[config.mk]
export PLATFORM = sky130hd
export DESIGN_NAME = pslpr_regs
export DESIGN_NICKNAME = d
export VERILOG_FILES = /design/src/logic/pslpr_pkg.sv /design/src/logic/pslpr_smi.sv /design/src/logic/pslpr_regs.sv
export VERILOG_INCLUDE_DIRS = /design/src /design/src/logic
export SDC_FILE = /design/constraint.sdc
export NUM_CORES = 1
export LEC_CHECK = 0
export BUFFER_PORTS_ARGS = -buffer_cell sky130_fd_sc_hd__buf_2
export CAP_MARGIN = 20
export CORE_MARGIN = 1.5
export CORE_UTILIZATION = 33
export DETAILED_ROUTE_END_ITERATION = 12
export PLACE_DENSITY = 0.47
export SYNTH_ARGS = -nofsm -noshare
export SYNTH_HDL_FRONTEND = slang
export SYNTH_SLANG_ARGS = --single-unit
[constraint.sdc]
create_clock -name CLK -period 2.5 [get_ports CLK]
set_input_delay 0.5 -clock CLK [delete_from_list [all_inputs] [get_ports CLK]]
set_output_delay 0.5 -clock CLK [all_outputs]
set_load 0.05 [all_outputs]
[src/logic/pslpr_params.svh]
`ifndef PSLPR_PARAMS_SVH
`define PSLPR_PARAMS_SVH
// ----------------------------------------
// register offsets and page codes
// ----------------------------------------
`define PSLPR_REG_FIBER 5'h10
`define PSLPR_REG_INT_CAUSE 5'h1a
`define PSLPR_REG_AUX 5'h1c
`define PSLPR_REG_LED_MODE 5'h1d
`define PSLPR_REG_LED_BEH 5'h1e
`define PSLPR_REG_PAGE 5'h1f
`define PSLPR_PAGE_MAIN 16'h0000
`define PSLPR_PAGE_EXT1 16'h0001
`define PSLPR_PAGE_EXT4 16'h0004
`define PSLPR_PAGE_GPIO 16'h0010
// ----------------------------------------
// reset values and writable masks
// ----------------------------------------
`define PSLPR_LED_MODE_RST 16'h8021
`define PSLPR_LED_BEH_RST 16'h0400
`define PSLPR_LED_BEH_MASK 16'hddef
`define PSLPR_AUX_RST 16'h0004
`define PSLPR_AUX_MASK 16'h00c4
`define PSLPR_FIBER_RST 16'h0300
`define PSLPR_FIBER_MASK 16'hc300
`define PSLPR_FIBER_STICKY 16'h0300
`define PSLPR_CAUSE_VALID 15'h7fbf
// ----------------------------------------
// field positions
// ----------------------------------------
`define PSLPR_CAUSE_SPEED 14
`define PSLPR_CAUSE_FDX 12
`define PSLPR_CAUSE_RSVD 6
`define PSLPR_CAUSE_DOWNSHIFT 2
`define PSLPR_CAUSE_RXER 0
`define PSLPR_BEH_CU_ONLY 15
`define PSLPR_BEH_TXRX 14
`define PSLPR_BEH_PULSE 12
`define PSLPR_BEH_RATE_HI 11
`define PSLPR_BEH_RATE_LO 10
`define PSLPR_BEH_STRETCH_LO 5
// ----------------------------------------
// timing
// ----------------------------------------
`define PSLPR_CLK_HZ 10000000
`define PSLPR_LED_TICK_US 25000
`define PSLPR_PULSE_HZ 5000
`define PSLPR_SMI_PREAMBLE 6'd32
`define PSLPR_SMI_OP_READ 2'b10
`define PSLPR_SMI_OP_WRITE 2'b01
`endif

[src/logic/pslpr_pkg.sv]
package pslpr_pkg;
   typedef enum logic [1:0] {
      SMI_IDLE = 2'b00,
      SMI_HDR = 2'b01,
      SMI_TA = 2'b10,
      SMI_DATA = 2'b11
   } pslpr_smi_state_type;
endpackage

[src/logic/pslpr_smi.sv]
`timescale 1ns/1ps
`default_nettype none
`include "pslpr_params.svh"
module pslpr_smi
   import pslpr_pkg::*;
(
   input wire logic clk,
   input wire logic nrst,
   input wire logic mdc,
   input wire logic mdio_in,
   input wire logic [4:0] phy_addr,
   input wire logic [15:0] rd_data,
   output logic mdio_out,
   output logic mdio_oe,
   output logic wr_stb,
   output logic rd_stb,
   output logic [4:0] reg_addr,
   output logic [15:0] wr_data
);
   pslpr_smi_state_type state;
   logic mdc_q;
   logic rise;
   logic fall;
   logic is_read;
   logic [5:0] cnt;
   logic [15:0] sh;
   logic [15:0] out_sh;
   logic [12:0] hdr;

   assign rise = mdc & ~mdc_q;
   assign fall = ~mdc & mdc_q;
   assign hdr = {sh[11:0], mdio_in};

   always_ff @(posedge clk or negedge nrst)
   begin
      if (!nrst)
         mdc_q <= 1'b0;
      else
         mdc_q <= mdc;
   end

   // ----------------------------------------
   // frame decode on mdc rising edges
   // ----------------------------------------
   always_ff @(posedge clk or negedge nrst)
   begin
      if (!nrst)
      begin
         state <= SMI_IDLE;
         cnt <= 6'h00;
         sh <= 16'h0000;
         is_read <= 1'b0;
         reg_addr <= 5'h00;
         wr_data <= 16'h0000;
         wr_stb <= 1'b0;
         rd_stb <= 1'b0;
      end
      else
      begin
         wr_stb <= 1'b0;
         rd_stb <= 1'b0;
         if (rise)
         begin
            unique case (state)
               SMI_IDLE:
               begin
                  if (mdio_in)
                     cnt <= (cnt == `PSLPR_SMI_PREAMBLE) ? cnt : cnt + 6'h01;
                  else
                  begin
                     // a short preamble is not a frame; wait for a full one
                     if (cnt == `PSLPR_SMI_PREAMBLE)
                        state <= SMI_HDR;
                     cnt <= 6'h00;
                  end
               end
               SMI_HDR:
               begin
                  sh <= {sh[14:0], mdio_in};
                  cnt <= cnt + 6'h01;
                  if (cnt == 6'd12)
                  begin
                     cnt <= 6'h00;
                     if (hdr[12] && hdr[9:5] == phy_addr &&
                         (hdr[11:10] == `PSLPR_SMI_OP_READ ||
                          hdr[11:10] == `PSLPR_SMI_OP_WRITE))
                     begin
                        state <= SMI_TA;
                        is_read <= (hdr[11:10] == `PSLPR_SMI_OP_READ);
                        rd_stb <= (hdr[11:10] == `PSLPR_SMI_OP_READ);
                        reg_addr <= hdr[4:0];
                     end
                     else
                        state <= SMI_IDLE;
                  end
               end
               SMI_TA:
               begin
                  cnt <= cnt + 6'h01;
                  if (cnt == 6'd1)
                  begin
                     state <= SMI_DATA;
                     cnt <= 6'h00;
                  end
               end
               SMI_DATA:
               begin
                  sh <= {sh[14:0], mdio_in};
                  cnt <= cnt + 6'h01;
                  if (cnt == 6'd15)
                  begin
                     state <= SMI_IDLE;
                     cnt <= 6'h00;
                     if (!is_read)
                     begin
                        wr_data <= {sh[14:0], mdio_in};
                        wr_stb <= 1'b1;
                     end
                  end
               end
            endcase
         end
      end
   end

   // ----------------------------------------
   // read data driven on mdc falling edges
   // ----------------------------------------
   always_ff @(posedge clk or negedge nrst)
   begin
      if (!nrst)
      begin
         out_sh <= 16'h0000;
         mdio_out <= 1'b0;
         mdio_oe <= 1'b0;
      end
      else if (rise && state == SMI_TA && cnt == 6'd1 && is_read)
         out_sh <= rd_data;
      else if (fall)
      begin
         if (is_read && state == SMI_TA && cnt == 6'd1)
         begin
            mdio_out <= 1'b0;
            mdio_oe <= 1'b1;
         end
         else if (is_read && state == SMI_DATA)
         begin
            mdio_out <= out_sh[15];
            out_sh <= {out_sh[14:0], 1'b0};
            mdio_oe <= 1'b1;
         end
         else
            mdio_oe <= 1'b0;
      end
   end
endmodule // pslpr_smi
`default_nettype wire

[src/logic/pslpr_regs.sv]
`timescale 1ns/1ps
`default_nettype none
`include "pslpr_params.svh"
//
// Behaviour
// - reading the cause register clears every cause bit it returned
// - summary bit 15 set means causes show in bits 14:0
// - speed and duplex change causes need negotiation enabled
// - downshift cause needs all four advertisement bits 8:5 set
// - receive error cause suppressed during carrier extension decoding
// - fixed cause bit positions, bit 6 reserved
// - aux bit 15 is negotiation complete if enabled, else link status
// - aux bit 14 is negotiation disabled or media sense with 100 fiber
// - aux bits 13:8 show crossover, pair swap and pair polarities
// - low power timeout code from bits 7 and 2; bit 6 enables mode
// - aux bit 5 duplex, bits 4:3 speed code
// - aux bits 1:0 media code
// - four 4-bit LED mode fields with defaults 8,0,2,1
// - behaviour bit 15 limits link and activity to copper
// - behaviour bit 14 splits activity into transmit and receive
// - behaviour bit 12 pulses active LEDs at 5 kHz
// - rate field picks blink rate and stretch length, default 01
// - only port 0 rate field governs all ports
// - bits 8:5 pick pulse-stretch or blink per LED
// - bits 3:0 disable merging activity or collision into LED
// - page select remaps registers 16-30, or 0-30 for GPIO page
// - page 1 bits 15:14 send remote fault, 13:12 show partner's
// - page 1 bits 9 and 8 allow fiber link-up, default one
// - sticky bits survive soft reset only when retain is enabled
// - interrupt pin follows summary flag while pin enable is set
module pslpr_regs
   import pslpr_pkg::*;
#(
   parameter int TICK_CYCLES = (`PSLPR_CLK_HZ / 1000000) * `PSLPR_LED_TICK_US,
   parameter int PULSE_ON = (`PSLPR_CLK_HZ / `PSLPR_PULSE_HZ) / 2
)
(
   input wire logic CLK,
   input wire logic NRST,
   input wire logic MDC,
   input wire logic MDIO_IN,
   output logic MDIO_OUT,
   output logic MDIO_OE,
   input wire logic [4:0] PHY_ADDR,
   input wire logic SOFT_RESET,
   input wire logic STICKY_RETAIN,
   input wire logic ANEG_EN,
   input wire logic [3:0] ADV_BITS,
   input wire logic [15:0] INT_MASK,
   input wire logic INT_PIN_EN,
   input wire logic [14:0] EVENT_IN,
   input wire logic RXER_CARRIER_EXT,
   input wire logic ANEG_COMPLETE,
   input wire logic LINK_STATUS,
   input wire logic AUTO_MEDIA_SENSE,
   input wire logic FX_MODE,
   input wire logic XOVER,
   input wire logic CD_SWAP,
   input wire logic [3:0] POL_INV,
   input wire logic FULL_DUPLEX_FLAG,
   input wire logic [1:0] SPEED,
   input wire logic [1:0] MEDIA,
   input wire logic [1:0] LINK_PARTNER_FAULT,
   input wire logic PORT_IS_ZERO,
   input wire logic [1:0] PORT0_RATE,
   input wire logic LINK_CU,
   input wire logic LINK_FI,
   input wire logic ACT_TX_CU,
   input wire logic ACT_RX_CU,
   input wire logic ACT_TX_FI,
   input wire logic ACT_RX_FI,
   input wire logic COLLISION,
   output logic MGMT_INTERRUPT_PIN,
   output logic [3:0] LED_OUT,
   output logic [1:0] BLINK_RATE,
   output logic LOWPWR_EN,
   output logic [1:0] LOWPWR_TIMEOUT,
   output logic [1:0] TX_REMOTE_FAULT,
   output logic ALLOW_1000X,
   output logic ALLOW_100FX
);
   localparam int PULSE_CYCLES = `PSLPR_CLK_HZ / `PSLPR_PULSE_HZ;
   localparam int TW = $clog2(TICK_CYCLES);
   localparam int PW = $clog2(PULSE_CYCLES);

   logic wr_stb;
   logic rd_stb;
   logic [4:0] reg_addr;
   logic [15:0] wr_data;
   logic [15:0] rd_data;
   logic [15:0] next_rd_data;
   logic [15:0] page;
   logic [15:0] led_mode;
   logic [15:0] led_beh;
   logic [15:0] aux_ctrl;
   logic [15:0] fiber_ctrl;
   logic [14:0] cause;
   logic [14:0] ev_gate;
   logic [14:0] ev_set;
   logic [14:0] cause_clr;
   logic main_sel;
   logic p1_sel;
   logic cause_rd;
   logic [15:0] aux_view;

   pslpr_smi u_smi (
      .clk(CLK),
      .nrst(NRST),
      .mdc(MDC),
      .mdio_in(MDIO_IN),
      .phy_addr(PHY_ADDR),
      .rd_data(rd_data),
      .mdio_out(MDIO_OUT),
      .mdio_oe(MDIO_OE),
      .wr_stb(wr_stb),
      .rd_stb(rd_stb),
      .reg_addr(reg_addr),
      .wr_data(wr_data)
   );

   // ----------------------------------------
   // page decode
   // ----------------------------------------
   // pages 2-4 and the gpio page hold nothing here; every register but the page register reads as zero
   assign main_sel = (page == `PSLPR_PAGE_MAIN);
   assign p1_sel = (page == `PSLPR_PAGE_EXT1);
   assign cause_rd = rd_stb && main_sel && reg_addr == `PSLPR_REG_INT_CAUSE;

   assign aux_view = {ANEG_EN ? ANEG_COMPLETE : LINK_STATUS,
                      ~ANEG_EN | (AUTO_MEDIA_SENSE & FX_MODE),
                      XOVER, CD_SWAP, POL_INV,
                      aux_ctrl[7], aux_ctrl[6],
                      FULL_DUPLEX_FLAG, SPEED,
                      aux_ctrl[2], MEDIA};

   always_comb
   begin
      next_rd_data = 16'h0000;
      if (reg_addr == `PSLPR_REG_PAGE)
         next_rd_data = page;
      else if (main_sel)
      begin
         unique case (reg_addr)
            `PSLPR_REG_INT_CAUSE: next_rd_data = {|cause, cause};
            `PSLPR_REG_AUX: next_rd_data = aux_view;
            `PSLPR_REG_LED_MODE: next_rd_data = led_mode;
            `PSLPR_REG_LED_BEH: next_rd_data = led_beh;
            default: next_rd_data = 16'h0000;
         endcase
      end
      else if (p1_sel && reg_addr == `PSLPR_REG_FIBER)
         next_rd_data = {fiber_ctrl[15:14], LINK_PARTNER_FAULT, fiber_ctrl[11:0]};
   end

   always_ff @(posedge CLK or negedge NRST)
   begin
      if (!NRST)
         rd_data <= 16'h0000;
      else if (rd_stb)
         rd_data <= next_rd_data;
   end

   // ----------------------------------------
   // interrupt causes
   // ----------------------------------------
   always_comb
   begin
      ev_gate = `PSLPR_CAUSE_VALID;
      ev_gate[`PSLPR_CAUSE_SPEED] = ANEG_EN;
      ev_gate[`PSLPR_CAUSE_FDX] = ANEG_EN;
      ev_gate[`PSLPR_CAUSE_DOWNSHIFT] = &ADV_BITS;
      ev_gate[`PSLPR_CAUSE_RXER] = ~RXER_CARRIER_EXT;
   end
   assign ev_set = EVENT_IN & ev_gate & INT_MASK[14:0];
   assign cause_clr = cause_rd ? cause : 15'h0000;

   // an event landing in the read cycle survives to the next read
   always_ff @(posedge CLK or negedge NRST)
   begin
      if (!NRST)
         cause <= 15'h0000;
      else
         cause <= (cause & ~cause_clr) | ev_set;
   end

   always_ff @(posedge CLK or negedge NRST)
   begin
      if (!NRST)
         MGMT_INTERRUPT_PIN <= 1'b0;
      else
         MGMT_INTERRUPT_PIN <= INT_PIN_EN & (|cause);
   end

   // ----------------------------------------
   // writable registers
   // ----------------------------------------
   always_ff @(posedge CLK or negedge NRST)
   begin
      if (!NRST)
         page <= `PSLPR_PAGE_MAIN;
      else if (SOFT_RESET)
         page <= `PSLPR_PAGE_MAIN;
      else if (wr_stb && reg_addr == `PSLPR_REG_PAGE)
         page <= wr_data;
   end

   always_ff @(posedge CLK or negedge NRST)
   begin
      if (!NRST)
      begin
         led_mode <= `PSLPR_LED_MODE_RST;
         led_beh <= `PSLPR_LED_BEH_RST;
         aux_ctrl <= `PSLPR_AUX_RST;
      end
      else if (SOFT_RESET)
      begin
         if (!STICKY_RETAIN)
         begin
            led_mode <= `PSLPR_LED_MODE_RST;
            led_beh <= `PSLPR_LED_BEH_RST;
            aux_ctrl <= `PSLPR_AUX_RST;
         end
      end
      else if (wr_stb && main_sel)
      begin
         if (reg_addr == `PSLPR_REG_LED_MODE)
            led_mode <= wr_data;
         if (reg_addr == `PSLPR_REG_LED_BEH)
            led_beh <= wr_data & `PSLPR_LED_BEH_MASK;
         if (reg_addr == `PSLPR_REG_AUX)
            aux_ctrl <= wr_data & `PSLPR_AUX_MASK;
      end
   end

   // remote fault is not sticky; the link-up permits are
   always_ff @(posedge CLK or negedge NRST)
   begin
      if (!NRST)
         fiber_ctrl <= `PSLPR_FIBER_RST;
      else if (SOFT_RESET)
         fiber_ctrl <= STICKY_RETAIN ? (fiber_ctrl & `PSLPR_FIBER_STICKY) : `PSLPR_FIBER_RST;
      else if (wr_stb && p1_sel && reg_addr == `PSLPR_REG_FIBER)
         fiber_ctrl <= wr_data & `PSLPR_FIBER_MASK;
   end

   assign LOWPWR_EN = aux_ctrl[6];
   assign LOWPWR_TIMEOUT = {aux_ctrl[7], aux_ctrl[2]};
   assign TX_REMOTE_FAULT = fiber_ctrl[15:14];
   assign ALLOW_1000X = fiber_ctrl[9];
   assign ALLOW_100FX = fiber_ctrl[8];

   // ----------------------------------------
   // led timing
   // ----------------------------------------
   logic [TW-1:0] tcnt;
   logic tick;
   logic [3:0] phase;
   logic [PW-1:0] pcnt;
   logic pwm_on;
   logic blink_on;
   logic link_src;
   logic act_src;
   logic fact_src;
   logic [3:0] next_led;

   always_ff @(posedge CLK or negedge NRST)
   begin
      if (!NRST)
         BLINK_RATE <= 2'b01;
      else
         BLINK_RATE <= PORT_IS_ZERO ? led_beh[`PSLPR_BEH_RATE_HI:`PSLPR_BEH_RATE_LO] : PORT0_RATE;
   end

   always_ff @(posedge CLK or negedge NRST)
   begin
      if (!NRST)
      begin
         tcnt <= '0;
         tick <= 1'b0;
         phase <= 4'h0;
      end
      else
      begin
         tick <= (tcnt == TW'(TICK_CYCLES - 1));
         tcnt <= (tcnt == TW'(TICK_CYCLES - 1)) ? '0 : tcnt + 1'b1;
         if (tick)
            phase <= phase + 4'h1;
      end
   end

   always_ff @(posedge CLK or negedge NRST)
   begin
      if (!NRST)
         pcnt <= '0;
      else
         pcnt <= (pcnt == PW'(PULSE_CYCLES - 1)) ? '0 : pcnt + 1'b1;
   end

   // one tick is a half period of the fastest blink
   assign blink_on = phase[2'd3 - BLINK_RATE];
   assign pwm_on = (pcnt < PW'(PULSE_ON));
   assign link_src = LINK_CU | (LINK_FI & ~led_beh[`PSLPR_BEH_CU_ONLY]);
   assign act_src = ACT_TX_CU | (ACT_RX_CU & ~led_beh[`PSLPR_BEH_TXRX])
                  | ((ACT_TX_FI | (ACT_RX_FI & ~led_beh[`PSLPR_BEH_TXRX]))
                     & ~led_beh[`PSLPR_BEH_CU_ONLY]);
   assign fact_src = ACT_RX_FI | (ACT_TX_FI & ~led_beh[`PSLPR_BEH_TXRX]);

   // ----------------------------------------
   // per led output
   // ----------------------------------------
   genvar gi;
   generate
      for (gi = 0; gi < 4; gi++)
      begin : g_led
         logic [3:0] mode;
         logic steady;
         logic evt;
         logic shown;
         logic [4:0] str_cnt;
         assign mode = led_mode[4*gi+3:4*gi];
         // modes beyond the four basic sources are left dark here
         always_comb
         begin
            steady = 1'b0;
            evt = 1'b0;
            unique case (mode)
               4'h0:
               begin
                  steady = link_src;
                  evt = act_src & ~led_beh[gi];
               end
               4'h1: evt = act_src;
               4'h2:
               begin
                  steady = FULL_DUPLEX_FLAG;
                  evt = COLLISION & ~led_beh[gi];
               end
               4'h3: evt = fact_src;
               default:
               begin
                  steady = 1'b0;
                  evt = 1'b0;
               end
            endcase
         end
         always_ff @(posedge CLK or negedge NRST)
         begin
            if (!NRST)
               str_cnt <= 5'h00;
            else if (evt)
               str_cnt <= 5'h10 >> BLINK_RATE;
            else if (tick && str_cnt != 5'h00)
               str_cnt <= str_cnt - 5'h01;
         end
         assign shown = led_beh[`PSLPR_BEH_STRETCH_LO + gi] ? (str_cnt != 5'h00)
                                                           : (evt & blink_on);
         assign next_led[gi] = (steady ^ shown) & (~led_beh[`PSLPR_BEH_PULSE] | pwm_on);
      end
   endgenerate

   // one flop bank keeps each led bit single-driven
   always_ff @(posedge CLK or negedge NRST)
   begin
      if (!NRST)
         LED_OUT <= 4'h0;
      else
         LED_OUT <= next_led;
   end

   // ----------------------------------------
   // checks
   // ----------------------------------------
   cause_clear_a: assert property (@(posedge CLK) disable iff (!NRST)
      cause_rd && ev_set == 15'h0000 |=> cause == 15'h0000)
      else $error("cause not cleared by read");
   summary_view_a: assert property (@(posedge CLK) disable iff (!NRST)
      cause_rd |=> rd_data == {|$past(cause), $past(cause)})
      else $error("cause read value wrong");
   speed_gate_a: assert property (@(posedge CLK) disable iff (!NRST)
      $rose(cause[14]) || $rose(cause[12]) |-> $past(ANEG_EN))
      else $error("speed or duplex cause without negotiation");
   downshift_gate_a: assert property (@(posedge CLK) disable iff (!NRST)
      $rose(cause[2]) |-> &$past(ADV_BITS))
      else $error("downshift cause without advertisement");
   rxer_gate_a: assert property (@(posedge CLK) disable iff (!NRST)
      $rose(cause[0]) |-> !$past(RXER_CARRIER_EXT))
      else $error("rx error cause during carrier extension");
   reserved_cause_a: assert property (@(posedge CLK) disable iff (!NRST)
      cause[6] == 1'b0)
      else $error("reserved cause bit set");
   aux_complete_a: assert property (@(posedge CLK) disable iff (!NRST)
      rd_stb && main_sel && reg_addr == `PSLPR_REG_AUX
      |=> rd_data[15] == ($past(ANEG_EN) ? $past(ANEG_COMPLETE) : $past(LINK_STATUS)))
      else $error("aux bit 15 wrong");
   pin_follow_a: assert property (@(posedge CLK) disable iff (!NRST)
      ##1 MGMT_INTERRUPT_PIN == ($past(INT_PIN_EN) && (|$past(cause))))
      else $error("interrupt pin does not follow summary");
   page_route_a: assert property (@(posedge CLK) disable iff (!NRST)
      wr_stb && reg_addr == `PSLPR_REG_FIBER && !p1_sel && !SOFT_RESET
      |=> $stable(fiber_ctrl))
      else $error("fiber register written outside page 1");
   sticky_keep_a: assert property (@(posedge CLK) disable iff (!NRST)
      SOFT_RESET && STICKY_RETAIN |=> $stable(led_mode) && $stable(led_beh))
      else $error("sticky bits lost on soft reset");
   pulse_gap_a: assert property (@(posedge CLK) disable iff (!NRST)
      led_beh[12] && !pwm_on |=> LED_OUT == 4'h0)
      else $error("led lit in pulse gap");
endmodule // pslpr_regs
`default_nettype wire

==> results.md <==
* Synth Flop Type: dfrtp_1
* Synth Area per Inst at roughly 10 um2
* Worst min path class: in2reg
* PnR worst setup slack at 0.1116 ns
* Commonest cells after routing, fill and taps aside: dfrtp_1, nand2_1, buf_2
* Residual DRC count at 0
* Row count at 64
* Final #Nets at 1202
* Initial DRC count at between 400 and 500
* Root Driver: clkbuf_16
* Worst slack at placement at approximately 0.073 ns
* Clk_skew at between 0.009 and 0.01 ns
* Flop and latch count out of synthesis at 210
* Area fraction of the dominant cell type after synthesis at 0.4978
* Setup crit end kind: flop
* Unique cell type count in the Yosys netlist at 59
* Die H at 178.4 um
* Tcrit/Tclk final at 0.9554
* Reg clk slew, reported paths at 0.06 ns
* Port bufs at 88
* Vias per cell at approximately 5.1
* DRT Pass-1 Iters at 5
* Critical path class: reg2reg
* Post-synth EDFFs at 0
* Cells after synthesis at 989
* Global route overflow at 0
* Finished Layout Cells at 1526
* Critical Path Max Stage Delay at 0.53 ns
* Detailed Place HPWL at slightly below 20000 um
* Die ar. at between 0.03 and 0.04 mm2
* Leakage Power at 0.005633 uW
* WL final at around 28000 um
* Critical path cell sequence: or4_4, or4_4, nor4_4, buf_4, buf_4, nand2_1, mux2_2, o22a_1
* Final Max Slew Viols at 0
* Layout cells sized above 1 at 0.2124
* Final Util at 0.4015
* Slowest-stage cell, CP: or4_4
* Clock Sinks at 210
* Syn_nets at 1080
* Seq/Total Area, Yosys at 0.5185
* Synthesis Warnings at 0
* Die W at 178.4 um
* Post-synth top area cell: dfrtp_1
* CP Launch Type: flop
* Placeable Area at approximately 0.030 mm2
* GRT Total Usage at 0.1758
* Initial antenna violation count at 0
* Antenna Cells at 0
* Vias at 7711
* Worst Path Arrival at 2.84 ns
* # H-tree levels at 1
* Max Fanout on Critical Path at 3
* Number of max-cap violations at 0
* Setup_tns at 0 ns
* First-pass GRT wire length at around 44000 um
* Routability-driven placement congestion ratio at 0.8298
* Clk buf depth at 3
* Routed len/inst at 18.07 um
* Worst reg-to-reg setup slack at approximately 0.11 ns
* PD cells at roughly 630 mW/mm2
* Synthesized cell area at a little over 0.01 mm2
* Clk_lat worst skew at 0.52 ns
* Dpl cells at between 1000 and 1500
* Vias in the first global route at 7746
* Area contributors post-synth: dfrtp_1, mux2_2, mux2i_1
* Num CTS Buffers at 25
* Hold Fails Final Rpt at 0
* Post-synth ARST share at 1.000
* Peak supply drop at 0.0003602 V
* Outcome: completed
* Design Power at approximately 7700 uW
* Commonest non-fill, non-tap cell in the layout: dfrtp_1
* Measured slew at the worst slew-check pin at approximately 0.77 ns
* P&R area growth vs syn at 20.31%
* Pin count of the biggest net entering global routing at between 70 and 80
* RSZ-0062 raised after global routing: no
* TritonCTS clock tree: done
* Starting Density at 0.3337
* Highest Clock Rate at between 400 and 500 MHz
* Finish-stage setup viols at 0
* Antenna viol nets, final at 0
* Slew HR at 0.4829
* Worst Path Required at 2.95 ns
* Final min period at 2.388 ns
* Top-level port count at 92
==> metal layers <==
layer  vias to the layer above  track usage  wire (um)
met2                       155       0.2829      12460
li1                       3800            -          -
met1                      3728       0.2522      13580
met4                         0      0.03924        414
met3                        28      0.02089       1119
met5                         -            0          0
==> flip-flops by register name (all words and copies together) (netlist names), 2 cells and up, named ones only <==
name	count
g_led.str_cnt	20
tcnt	18
led_mode	16
page	16
rd_data	16
u_smi.out_sh	16
u_smi.wr_data	16
cause	15
u_smi.sh	15
led_beh	13
pcnt	11
u_smi.cnt	6
u_smi.reg_addr	5
LED_OUT	4
fiber_ctrl	4
phase	4
aux_ctrl	3
BLINK_RATE	2
==> cells by family (layout without fill, tap and decap cells) <==
family | Yosys count | in the layout | share of synthesized area
xor gates and xnor gates | 48 | 48 | 0.04140
buffers and inverters | 66 | 207 | 0.02550
adders and majority gates | 15 | 15 | 0.01848
muxes | 96 | 96 | 0.1003
DFF | 210 | 210 | 0.5185
and+or+nand+nor | 350 | 350 | 0.1662
AOI/OAI and AO/OA | 204 | 204 | 0.1296
==> Yosys cell counts, types with 3 or more instances <==
library cell and instances:
or4_1 3, nand2_1 127, a32o_1 3, xor2_1 20
nand2b_1 13, o311ai_1 3, o21a_1 3, and4_1 5
inv_1 25, a21oi_1 51, nand4_1 10, nor2b_1 5
a41oi_1 3, ha_1 15, a22oi_1 33, nor3_1 14
buf_2 3, nor3b_1 7, o31ai_1 3, nor4_1 14
mux2i_1 50, xnor2_1 28, o22a_1 4, o22ai_1 18
a211oi_1 6, clkbuf_1 36, and2_1 11, dfstp_2 8
nand3_1 26, nand3b_1 9, a31oi_1 4, a22o_1 12
a222oi_1 3, mux2_2 46, o21ai_0 47, dfrtp_1 202
nor2_1 85, or3_1 5, and3_1 5
==> layout make-up <==
cell class              instances  area [um2]
well taps                     396       495.5
repair buffers                136       879.6
clock inverters                 8       96.34
inverters                      25       93.84
flip-flops and latches        210        5265
multi-input cells             713        4652
clock buffers                  38       734.5
fillers                      3019       18210
==> worst paths after layout <==
check	startpoint	endpoint	cells after the start
hold reg to reg	pcnt[0]	pcnt[0]	1
hold / removal	MDC	u_smi.mdc_q	1
setup / recovery	page[8]	aux_ctrl[2]	8
min in group asynchronous	NRST	u_smi.cnt[1]	2
max in group asynchronous	NRST	led_beh[10]	3
setup reg to reg	page[8]	aux_ctrl[2]	8
==> through the flow <==
stage	hold WS (ns)	cell area (um2)
floorplan	0.2044	10150
global placement	0.4442	11340
detailed placement	0.4427	11340
CTS	0.1049	12180
global route	0.1196	12220
finish	0.1232	12220
==> timing repair <==
action / 4_1_cts / 5_1_grt
endpoints found under the hold margin: 59 / 0
buffers inserted: 0 / 2
gates resized for setup: 0 / 6
hold buffers: 1 / 0
setup endpoints to repair: 0 / 38
==> power by group <==
group / total [uW] / switching, uW / internal (uW)
clock: 3670 / 1440 / 2230
sequential: 3550 / 67.9 / 3480
combinational: 457 / 280 / 177
==> worst max-delay path: cells and delay by family (launching register included) <==
family | cells | cell delay [ns]
simple gates | 4 | 1.20
flops | 1 | 0.37
buf+inv | 2 | 0.28
mux | 1 | 0.28
compound gates | 1 | 0.17
Note: power is estimated with default switching activity, not from simulation.
